## config.mk

```make
export PLATFORM = sky130hd
export DESIGN_NAME = dshp_host_port
export DESIGN_NICKNAME = d
export VERILOG_FILES = /design/src/shared/dshp_pkg.sv /design/src/verilog/dshp_host_port.sv /design/src/verilog/dshp_skid_buf.sv
export SDC_FILE = /design/constraint.sdc
export NUM_CORES = 1
export LEC_CHECK = 0
export BUFFER_PORTS_ARGS = -buffer_cell sky130_fd_sc_hd__buf_2
export CAP_MARGIN = 20
export CORE_UTILIZATION = 60
export CTS_CLUSTER_DIAMETER = 150
export CTS_CLUSTER_SIZE = 10
export DETAILED_ROUTE_END_ITERATION = 6
export GPL_TIMING_DRIVEN = 0
export PLACE_DENSITY_LB_ADDON = 0.05
export SLEW_MARGIN = 20
export SYNTH_ARGS = -nofsm -noshare
export SYNTH_HDL_FRONTEND = slang
export SYNTH_SLANG_ARGS = --single-unit
```

## constraint.sdc

```tcl
create_clock -name clock -period 2.7 [get_ports clock]
set_input_delay 0.54 -clock clock [delete_from_list [all_inputs] [get_ports clock]]
set_output_delay 0.54 -clock clock [all_outputs]
set_load 0.1 [all_outputs]
```

## src/shared/dshp_pkg.sv

```systemverilog
package dshp_pkg;
   localparam int DSHP_SPI_CMD_BITS = 16;
   localparam int DSHP_SPI_FRAME_BITS = 24;
   localparam int DSHP_FIFO_WORD_BITS = 24;
   localparam int DSHP_TAG_BITS = 4;
   localparam int DSHP_VALUE_BITS = 20;
   localparam logic [6:0] DSHP_I2C_ADDR_BASE = 7'h68;
   localparam logic [7:0] DSHP_FIFO_REG = 8'h0c;
   localparam logic [7:0] DSHP_PTR_RESET = 8'h00;
   localparam logic [7:0] DSHP_RD_CODE_DEF = 8'h80;
   localparam logic [7:0] DSHP_WR_CODE_DEF = 8'h00;
   localparam logic [7:0] DSHP_STRAP_SETTLE = 8'h04;

   typedef enum logic [2:0]
   {
      DSHP_I2C_IDLE = 3'b000,
      DSHP_I2C_ADDR = 3'b001,
      DSHP_I2C_PTR = 3'b010,
      DSHP_I2C_WDATA = 3'b011,
      DSHP_I2C_RDATA = 3'b100,
      DSHP_I2C_SKIP = 3'b101
   } dshp_i2c_st_t;

   typedef struct packed
   {
      logic [DSHP_TAG_BITS-1:0] tag;
      logic [DSHP_VALUE_BITS-1:0] value;
   } dshp_sample_t;

   typedef struct packed
   {
      logic wr;
      logic rd;
      logic [7:0] addr;
      logic [7:0] wdata;
   } dshp_reg_req_t;
endpackage

```

## src/verilog/dshp_host_port.sv

```systemverilog
// Function
// - Select pin high runs the two-wire slave; SPI held in reset.
// - Select pin low disables two-wire slave and enables SPI.
// - Shared pins are data in and clock for SPI, SDA and SCL otherwise.
// - Sample on rising serial clock, shift out on falling edge.
// - SPI frame is address, command, data: 24 clocks under one select.
// - Write done at 24th rising edge; later bits ignored.
// - Select rising before 24th edge aborts the access.
// - Read fetched at 16th rise, MSB driven at next fall.
// - Edges beyond 24th in normal read are ignored, zeros out.
// - Sample is 4-bit tag then 20-bit value, MSB first.
// - Two-wire slave takes clocks up to 400 kHz from the master.
// - Each two-wire byte is eight bits plus acknowledge clock.
// - Reads take nine clocks per byte; device drives data in step.
// - SDA is open drain plus input; SCL input only.
// - Slave address 1101000 with address pin low, 1101001 high.
// - Pointer increments per data byte, except at FIFO data register.
// - Stop resets pointer to register zero; a repeated start then read keeps it.
`timescale 1ns/100ps
`default_nettype none
module dshp_host_port
   import dshp_pkg::*;
#(
   parameter logic [7:0] RD_CODE = DSHP_RD_CODE_DEF,
   parameter logic [7:0] WR_CODE = DSHP_WR_CODE_DEF,
   parameter logic [7:0] FIFO_REG = DSHP_FIFO_REG
)
(
   input wire logic clock,
   input wire logic rst_b,
   input wire logic chip_select_bus_select_pin,
   input wire logic serial_clock_pin,
   input wire logic shared_data_in_pin,
   output logic sda_out,
   output logic sda_oe,
   input wire logic data_out_addr_select_pin,
   output logic data_out,
   output logic data_out_oe,
   output dshp_reg_req_t reg_req,
   input wire logic [7:0] reg_rdata,
   input wire logic sample_valid,
   output logic sample_ready,
   input wire dshp_sample_t sample_data,
   output logic i2c_mode
);
   typedef struct packed
   {
      logic [1:0] cs_sync;
      logic [1:0] sck_sync;
      logic [1:0] sdi_sync;
      logic [1:0] adr_sync;
      logic sck_last;
      logic sdi_last;
      logic [5:0] bit_cnt;
      logic [7:0] shift_in;
      logic [7:0] spi_addr;
      logic spi_rd;
      logic spi_wr;
      logic burst;
      logic [23:0] shift_out;
      logic done;
      logic do_bit;
      dshp_i2c_st_t ist;
      logic [3:0] ibit;
      logic is_read;
      logic [7:0] ptr;
      logic sda_low;
      dshp_reg_req_t req;
   } dshp_port_state_t;

   dshp_port_state_t s_reg;
   dshp_port_state_t s_next;
   logic cs_lvl;
   logic sck_rise;
   logic sck_fall;
   logic start_cond;
   logic stop_cond;
   logic buf_valid;
   logic buf_pop;
   logic [23:0] buf_data;
   logic [6:0] my_addr;

   // Pointer steps unless it sits on the FIFO data register
   function automatic logic [7:0] next_ptr(input logic [7:0] p);
      next_ptr = (p == FIFO_REG) ? p : p + 8'h01;
   endfunction

   dshp_skid_buf #(
      .WIDTH(DSHP_FIFO_WORD_BITS)
   ) u_buf (
      .clock(clock),
      .rst_b(rst_b),
      .in_valid(sample_valid),
      .in_ready(sample_ready),
      .in_data(sample_data),
      .out_valid(buf_valid),
      .out_ready(buf_pop),
      .out_data(buf_data)
   );

   assign cs_lvl = s_reg.cs_sync[1];
   assign sck_rise = s_reg.sck_sync[1] && !s_reg.sck_last;
   assign sck_fall = !s_reg.sck_sync[1] && s_reg.sck_last;
   assign start_cond = s_reg.sck_sync[1] && s_reg.sck_last &&
      s_reg.sdi_last && !s_reg.sdi_sync[1];
   assign stop_cond = s_reg.sck_sync[1] && s_reg.sck_last &&
      !s_reg.sdi_last && s_reg.sdi_sync[1];
   assign my_addr = DSHP_I2C_ADDR_BASE | {6'h00, s_reg.adr_sync[1]};
   assign buf_pop = !cs_lvl && s_reg.burst && sck_fall &&
      s_reg.do_bit;
   assign i2c_mode = cs_lvl;
   assign sda_out = 1'b0;
   assign sda_oe = cs_lvl && s_reg.sda_low;
   assign data_out = s_reg.shift_out[23];
   assign data_out_oe = !cs_lvl;
   assign reg_req = s_reg.req;

   always_comb
   begin
      s_next = s_reg;
      s_next.cs_sync = {s_reg.cs_sync[0], chip_select_bus_select_pin};
      s_next.sck_sync = {s_reg.sck_sync[0], serial_clock_pin};
      s_next.sdi_sync = {s_reg.sdi_sync[0], shared_data_in_pin};
      s_next.adr_sync = {s_reg.adr_sync[0], data_out_addr_select_pin};
      s_next.sck_last = s_reg.sck_sync[1];
      s_next.sdi_last = s_reg.sdi_sync[1];
      s_next.req.wr = 1'b0;
      s_next.req.rd = 1'b0;
      if (cs_lvl)
      begin
         // SPI side held cleared, select high also aborts
         s_next.bit_cnt = '0;
         s_next.done = 1'b0;
         s_next.burst = 1'b0;
         // Keep the two-wire read byte while a transfer runs
         if (s_reg.ist == DSHP_I2C_IDLE)
         begin
            s_next.shift_out = '0;
         end
         s_next.do_bit = 1'b0;
         if (start_cond)
         begin
            s_next.ist = DSHP_I2C_ADDR;
            s_next.ibit = '0;
            s_next.sda_low = 1'b0;
         end
         else if (stop_cond)
         begin
            s_next.ist = DSHP_I2C_IDLE;
            s_next.sda_low = 1'b0;
         end
         else if (s_reg.ist != DSHP_I2C_IDLE && sck_rise)
         begin
            // Ninth clock is the acknowledge slot
            if (s_reg.ibit == 4'h8)
            begin
               if (s_reg.ist == DSHP_I2C_RDATA && s_reg.sdi_sync[1])
               begin
                  s_next.ist = DSHP_I2C_SKIP;
               end
               s_next.ibit = '0;
            end
            else
            begin
               s_next.shift_in = {s_reg.shift_in[6:0], s_reg.sdi_sync[1]};
               s_next.ibit = s_reg.ibit + 4'h1;
            end
         end
         else if (s_reg.ist != DSHP_I2C_IDLE && sck_fall)
         begin
            s_next.sda_low = 1'b0;
            if (s_reg.ibit == 4'h8)
            begin
               unique case (s_reg.ist)
                  DSHP_I2C_ADDR:
                  begin
                     if (s_reg.shift_in[7:1] == my_addr)
                     begin
                        s_next.sda_low = 1'b1;
                        s_next.is_read = s_reg.shift_in[0];
                        s_next.ist = s_reg.shift_in[0] ?
                           DSHP_I2C_RDATA : DSHP_I2C_PTR;
                     end
                     else
                     begin
                        s_next.ist = DSHP_I2C_SKIP;
                     end
                  end
                  DSHP_I2C_PTR:
                  begin
                     s_next.ptr = s_reg.shift_in;
                     s_next.sda_low = 1'b1;
                     s_next.ist = DSHP_I2C_WDATA;
                  end
                  DSHP_I2C_WDATA:
                  begin
                     s_next.req.wr = 1'b1;
                     s_next.req.addr = s_reg.ptr;
                     s_next.req.wdata = s_reg.shift_in;
                     s_next.ptr = next_ptr(s_reg.ptr);
                     s_next.sda_low = 1'b1;
                  end
                  DSHP_I2C_RDATA:
                  begin
                  end
                  DSHP_I2C_SKIP:
                  begin
                  end
                  DSHP_I2C_IDLE:
                  begin
                  end
               endcase
            end
            else if (s_reg.ist == DSHP_I2C_RDATA)
            begin
               if (s_reg.ibit == 4'h0)
               begin
                  s_next.shift_out[23:16] = reg_rdata;
                  s_next.sda_low = !reg_rdata[7];
                  s_next.ptr = next_ptr(s_reg.ptr);
               end
               else
               begin
                  s_next.shift_out[23:16] = {s_reg.shift_out[22:16], 1'b0};
                  s_next.sda_low = !s_reg.shift_out[22];
               end
            end
         end
         // Pointer fetched combinationally by the register side
         s_next.req.rd = (s_reg.ist == DSHP_I2C_RDATA);
         s_next.req.addr = s_reg.ptr;
         // Cleared on stop so a fresh start and read begins at zero;
         // a repeated start keeps a preset pointer
         if (stop_cond)
         begin
            s_next.ptr = DSHP_PTR_RESET;
         end
      end
      else
      begin
         s_next.ist = DSHP_I2C_IDLE;
         s_next.sda_low = 1'b0;
         s_next.ptr = DSHP_PTR_RESET;
         if (sck_rise && !s_reg.done)
         begin
            s_next.shift_in = {s_reg.shift_in[6:0], s_reg.sdi_sync[1]};
            s_next.bit_cnt = s_reg.bit_cnt + 6'h01;
            if (s_reg.bit_cnt == 6'd7)
            begin
               s_next.spi_addr = {s_reg.shift_in[6:0], s_reg.sdi_sync[1]};
            end
            if (s_reg.bit_cnt == 6'(DSHP_SPI_CMD_BITS - 1))
            begin
               // Fetch at 16th edge
               s_next.spi_rd = ({s_reg.shift_in[6:0], s_reg.sdi_sync[1]}
                  == RD_CODE);
               s_next.spi_wr = ({s_reg.shift_in[6:0], s_reg.sdi_sync[1]}
                  == WR_CODE);
               s_next.burst = ({s_reg.shift_in[6:0], s_reg.sdi_sync[1]}
                  == RD_CODE) && s_reg.spi_addr == FIFO_REG;
               s_next.req.rd = 1'b1;
               s_next.req.addr = s_reg.spi_addr;
            end
            if (s_reg.bit_cnt == 6'(DSHP_SPI_FRAME_BITS - 1))
            begin
               s_next.req.wr = s_reg.spi_wr;
               s_next.req.addr = s_reg.spi_addr;
               s_next.req.wdata = {s_reg.shift_in[6:0], s_reg.sdi_sync[1]};
               s_next.done = !s_reg.burst;
            end
            // Burst words follow the first 16 clocks, 24 clocks each
            if (s_reg.burst && s_reg.bit_cnt == 6'(DSHP_SPI_CMD_BITS
               + DSHP_FIFO_WORD_BITS - 1))
            begin
               s_next.bit_cnt = 6'(DSHP_SPI_CMD_BITS);
            end
            s_next.do_bit = (s_reg.bit_cnt == 6'(DSHP_SPI_CMD_BITS - 1))
               || (s_reg.burst && s_reg.bit_cnt ==
               6'(DSHP_SPI_CMD_BITS + DSHP_FIFO_WORD_BITS - 1));
         end
         if (sck_fall)
         begin
            s_next.do_bit = 1'b0;
            if (s_reg.do_bit && s_reg.burst)
            begin
               // Empty FIFO streams zeros
               s_next.shift_out = buf_valid ? buf_data : '0;
            end
            else if (s_reg.do_bit && s_reg.spi_rd)
            begin
               s_next.shift_out = {reg_rdata, 16'h0000};
            end
            else
            begin
               s_next.shift_out = {s_reg.shift_out[22:0], 1'b0};
            end
         end
      end
   end

   always_ff @(posedge clock or negedge rst_b)
   begin
      if (!rst_b)
      begin
         s_reg <= '0;
         s_reg.cs_sync <= 2'h3;
         s_reg.sck_sync <= 2'h3;
         s_reg.sdi_sync <= 2'h3;
         s_reg.sck_last <= 1'b1;
         s_reg.sdi_last <= 1'b1;
      end
      else
      begin
         s_reg <= s_next;
      end
   end
endmodule
`default_nettype wire

```

## src/verilog/dshp_skid_buf.sv

```systemverilog
`timescale 1ns/100ps
`default_nettype none
module dshp_skid_buf
   import dshp_pkg::*;
#(
   parameter int WIDTH = 24
)
(
   input wire logic clock,
   input wire logic rst_b,
   input wire logic in_valid,
   output logic in_ready,
   input wire logic [WIDTH-1:0] in_data,
   output logic out_valid,
   input wire logic out_ready,
   output logic [WIDTH-1:0] out_data
);
   typedef struct packed
   {
      logic [1:0][WIDTH-1:0] mem;
      logic wr_ptr;
      logic rd_ptr;
      logic [1:0] count;
   } dshp_buf_state_t;

   dshp_buf_state_t state_reg;
   dshp_buf_state_t state_next;
   logic push;
   logic pop;

   assign in_ready = (state_reg.count != 2'h2);
   assign out_valid = (state_reg.count != 2'h0);
   assign out_data = state_reg.mem[state_reg.rd_ptr];
   assign push = in_valid && in_ready;
   assign pop = out_valid && out_ready;

   always_comb
   begin
      state_next = state_reg;
      if (push)
      begin
         state_next.mem[state_reg.wr_ptr] = in_data;
         state_next.wr_ptr = ~state_reg.wr_ptr;
      end
      if (pop)
      begin
         state_next.rd_ptr = ~state_reg.rd_ptr;
      end
      if (push && !pop)
      begin
         state_next.count = state_reg.count + 2'h1;
      end
      else if (pop && !push)
      begin
         state_next.count = state_reg.count - 2'h1;
      end
   end

   always_ff @(posedge clock or negedge rst_b)
   begin
      if (!rst_b)
      begin
         state_reg <= '0;
      end
      else
      begin
         state_reg <= state_next;
      end
   end
endmodule
`default_nettype wire

```

Yosys cells after proc, flatten, opt, wreduce, memory -nomap -nowiden. Cells that the tools add are included.

Register bits: 148. Bits of input ports: 39. Word-level logic and storage cells: 220. Output and inout port bits: 24.

Equality and inequality tests: 36. $lt $le $gt $ge: 3. Mux-type cells: 77. Reductions and logical operators: 63. Bitwise logic cells: 6. Add/sub/neg operators: 5.

Operators by type and width (count): 24-bit 2-to-1 mux (8); 8-bit 2-to-1 mux (22); 48-bit bitwise mux (1); 30-bit 2-to-1 mux (1); 27-bit 2-to-1 mux (1); 3-bit 2-to-1 mux (9); 9-bit 2-to-1 mux (3); 25-bit 2-to-1 mux (1); 24-bit demux with 1-bit select (1); 1-bit logical AND (24); 11-bit 2-to-1 mux (2); 18-bit 2-to-1 mux (1); 8-bit by 4-bit equality test with 1-bit output (second input constant) (2); 16-bit 2-to-1 mux (1); 4-bit by 1-bit inequality test with 1-bit output (second input constant) (4); 8-bit case mux with 2 select lines (1); 8-bit AND reduction (2); 1-bit 2-to-1 mux (14); 14-bit 2-to-1 mux (1); 2-bit nonzero test (7); 13-bit 2-to-1 mux (1); 2-bit inequality test (second input constant) (6); 1-bit zero test (11); 2-bit by 1-bit inequality test with 1-bit output (second input constant) (5); other kinds (43) (61).

Longest topological paths before layout.
Word-level depth: 11. Depth in mapped cells: 8. Mapped depth without buffers: 7.

By module. Synthesis repeated with hierarchy kept, for this count alone.

Cell total of the unflattened synthesis: 699. Area total of the unflattened synthesis: 7741.2 sq um.

By module, submodules not included: dshp_host_port (cells each 553, instances 1, area an instance 5256.3 sq um); dshp_skid_buf (cells each 146, instances 1, area an instance 2484.9 sq um).

Worst setup path before layout. Ideal clock, no wire load.

Kind: register -> output. Start point: register s_reg (netlist bit i2c_mode). End point: output port sda_oe. Setup slack: -84 ps. Arrival time: 2244 ps. Stages on the path, launching flop included: 4. Cell sequence: dfstp_2 -> buf_2 -> clkbuf_1 -> and2_1.

Cells in the longest elaborated chain, start to end: 1.

Ends and longest elaborated chain: start: declaration (line dshp_host_port.sv:71) `dshp_port_state_t s_reg;`; start signal: assignment (line dshp_host_port.sv:314) `s_reg <= s_next;`; 1-bit logical AND (line dshp_host_port.sv:113) `assign sda_oe = cs_lvl && s_reg.sda_low;`; end: declaration (line dshp_host_port.sv:35) `output logic sda_oe,`.

Every way passes these cells.

Worst setup path after layout. Same ends and word-level chain as after synthesis.

==> flow_summary.json <==
{
  "finalHoldViolCount": 0,
  "placedInstanceArea_um2": 7830,
  "area_delta_synth_final_pct": 14.7,
  "hp-class": "input pin to asynchronous set/reset pin",
  "ios": 63,
  "fill_cells": 874,
  "r2r_cells": 5,
  "wl_per_cell_um": 18.6,
  "drt-initial-drc-count": 442,
  "overflow": 0,
  "postCtsSetupBuffers": 0,
  "skew_ns": 0.00716,
  "ctsResizeCount": 0,
  "cts.path.max_buffers": 2,
  "drt_wl_total_um": 16500,
  "via_per_inst": 6.16,
  "dieArea_um2": 12600,
  "mostFrequentLayoutCell": "dfrtp_1",
  "hpwl_um": 11300,
  "slew_headroom": 0.514,
  "insertion_delay_ns": 0.43,
  "crit_path_start_kind": "flop",
  "yosysTopAreaCellShare": 0.476,
  "netlist_area_um2": 7300,
  "final_cell_mix": "dfrtp_1, buf_2, mux2_2",
  "critical-path-max-stage-delay_ns": 0.53,
  "slew_viol_final": 0,
  "ir_drop_mv": 0.876,
  "reg2reg_to": "s_reg[44]",
  "yosys_warnings": 0,
  "fmax_mhz": 390,
  "power_leakage_nw": 3.70,
  "synth-edff-count": 0,
  "rsz0062_at_grt": "no",
  "vias": 5480,
  "n_antenna_cell": 0,
  "worstPathArrival_ns": 2.03,
  "firstDrtPassIters": 7,
  "route.detailed.drc": 4,
  "cts_tree": "built",
  "antenna_found_initial": 0,
  "crit_type": "flop to output pin",
  "ant_nets": 0,
  "num_rows": 39,
  "slowest_stage": "dfstp_2",
  "r2r_start": "i2c_mode",
  "cp.required_ns": 2.16,
  "clock-sinks": 147,
  "synth_cells": 654,
  "timing.final.crit_share": 0.951,
  "grt_pass1_wl_um": 27800,
  "grt_max_degree": 81,
  "setup_violations": 0,
  "path_clk_slew_ns": 0.06,
  "die_y_um": 112,
  "crit_top_cell": "buf_2",
  "ys_types": 65,
  "synth_top_area_cell": "dfrtp_1",
  "ys_top_cells_by_area": "dfrtp_1, mux2_2, mux2i_1",
  "holdBufCountCts": 0,
  "stdcell_count": 890,
  "start_util": 0.629,
  "critPathMaxFanout": 19,
  "maxCapViolCount": 0,
  "drive_gt1_frac": 0.292,
  "gp_congestion": 0.891,
  "powerDensity_nw_per_um2": 811,
  "violations": "DRC",
  "die_x_um": 112,
  "path_buf_inv": 2,
  "cts_inserted_buffers": 17,
  "place_inst": 859,
  "portBuffers": 61,
  "p_total_mw": 6.79,
  "first_global_vias": 5541,
  "synth-async-reset-ratio": 1.00,
  "largest_register_ff_count": 68,
  "r2r_slack_ns": 0.32,
  "syn_avg_cell_area_um2": 11.2,
  "synth-seq-cells": 147,
  "cts-root-buf": "clkbuf_16",
  "finalCriticalPeriod_ns": 2.57,
  "path_cells": "buf_2 > and2_2 > buf_2",
  "fin_nets": 779,
  "cp_top_family": "buffers and inverters",
  "tightestPinTransition_ns": 0.729,
  "status": "complete, but fails checks",
  "htreeDepth": 4,
  "syn_nets": 699,
  "core_um2": 11600,
  "ys_dominant_reg_cell": "dfrtp_1",
  "yosysSeqAreaShare": 0.505,
  "final_area_um2": 8370,
  "grtUsageTotal": 0.284,
  "crit_path_end_kind": "output pin",
  "whs_ns": 0.0569
}
==> power breakdown <==
part,internal [mW],total [mW],switching (mW)
registers,2.70,3.08,0.380
clock network,1.20,2.21,1.01
logic,0.748,1.50,0.755
==> routing by layer <==
metal	global-route usage	share of wire	wire length (µm)
met1	0.366	0.43	7120
met2	0.480	0.50	8310
met3	0.0637	0.043	711
met4	0.0898	0.023	380
met5	0	0	0
==> worst reg2reg max path: stages, from the launching register on <==
cell and delay, ns:
dfstp_2 0.53, buf_2 0.38, nor2_4 0.14, a21oi_1 0.58, clkbuf_1 0.44, a221o_1 0.24
==> per-stage QoR <==
step,util,setup WS (ns),setup TNS [ns]
2_1_floorplan,-,0.194,0
3_3_place_gp,0.671,-0.881,-120.93
3_5_place_dp,0.674,0.223,0
4_1_cts,0.721,0.124,0
5_1_grt,0.721,0.0811,0
6_report,0.721,0.133,0
==> worst max path at each step <==
| stage | from | to | slack, ns | depth (start not counted) |
|---|---|---|---|---|
| floorplan | i2c_mode | sda_oe | 0.19 | 3 |
| global placement | rst_b | u_buf.state_reg[22] | -0.88 | 1 |
| detailed placement | i2c_mode | sda_oe | 0.22 | 4 |
| CTS | i2c_mode | sda_oe | 0.12 | 3 |
| global route | i2c_mode | sda_oe | 0.08 | 3 |
| finish | i2c_mode | sda_oe | 0.13 | 3 |
==> layout make-up <==
class	count	area (µm²)	area share
multi-input cells	437	3250	0.389
inverters	16	60.1	0.00717
flip-flops and latches	147	3690	0.441
clock inverters	15	126	0.0151
plain buffers	53	297	0.0354
well taps	143	179	0.0214
repair buffers	62	343	0.0409
clock buffers	17	425	0.0508
==> synth_stat cells, types with 18 or more instances <==
library cell / count
nor2_1: 39
mux2_2: 61
nand2_1: 42
a21oi_1: 28
o21ai_1: 18
mux2i_1: 42
a221o_1: 21
buf_2: 18
buf_4: 20
nand3_1: 18
dfrtp_1: 139
==> kinds of logic (layout without fill, tap and decap cells) <==
kind of cell | count (synthesis) | after routing | synth area share
multiplexers | 116 | 116 | 0.172
other | 1 | 1 | 0.000514
adder cells (fa/ha/maj) | 6 | 6 | 0.0103
buffers and inverters | 70 | 163 | 0.0493
AND/OR/NAND/NOR | 171 | 171 | 0.125
flip-flops | 147 | 147 | 0.505
XOR/XNOR | 12 | 12 | 0.0144
AO/OA/AOI/OAI | 131 | 131 | 0.123
Note: power is estimated with default switching activity, not from simulation.
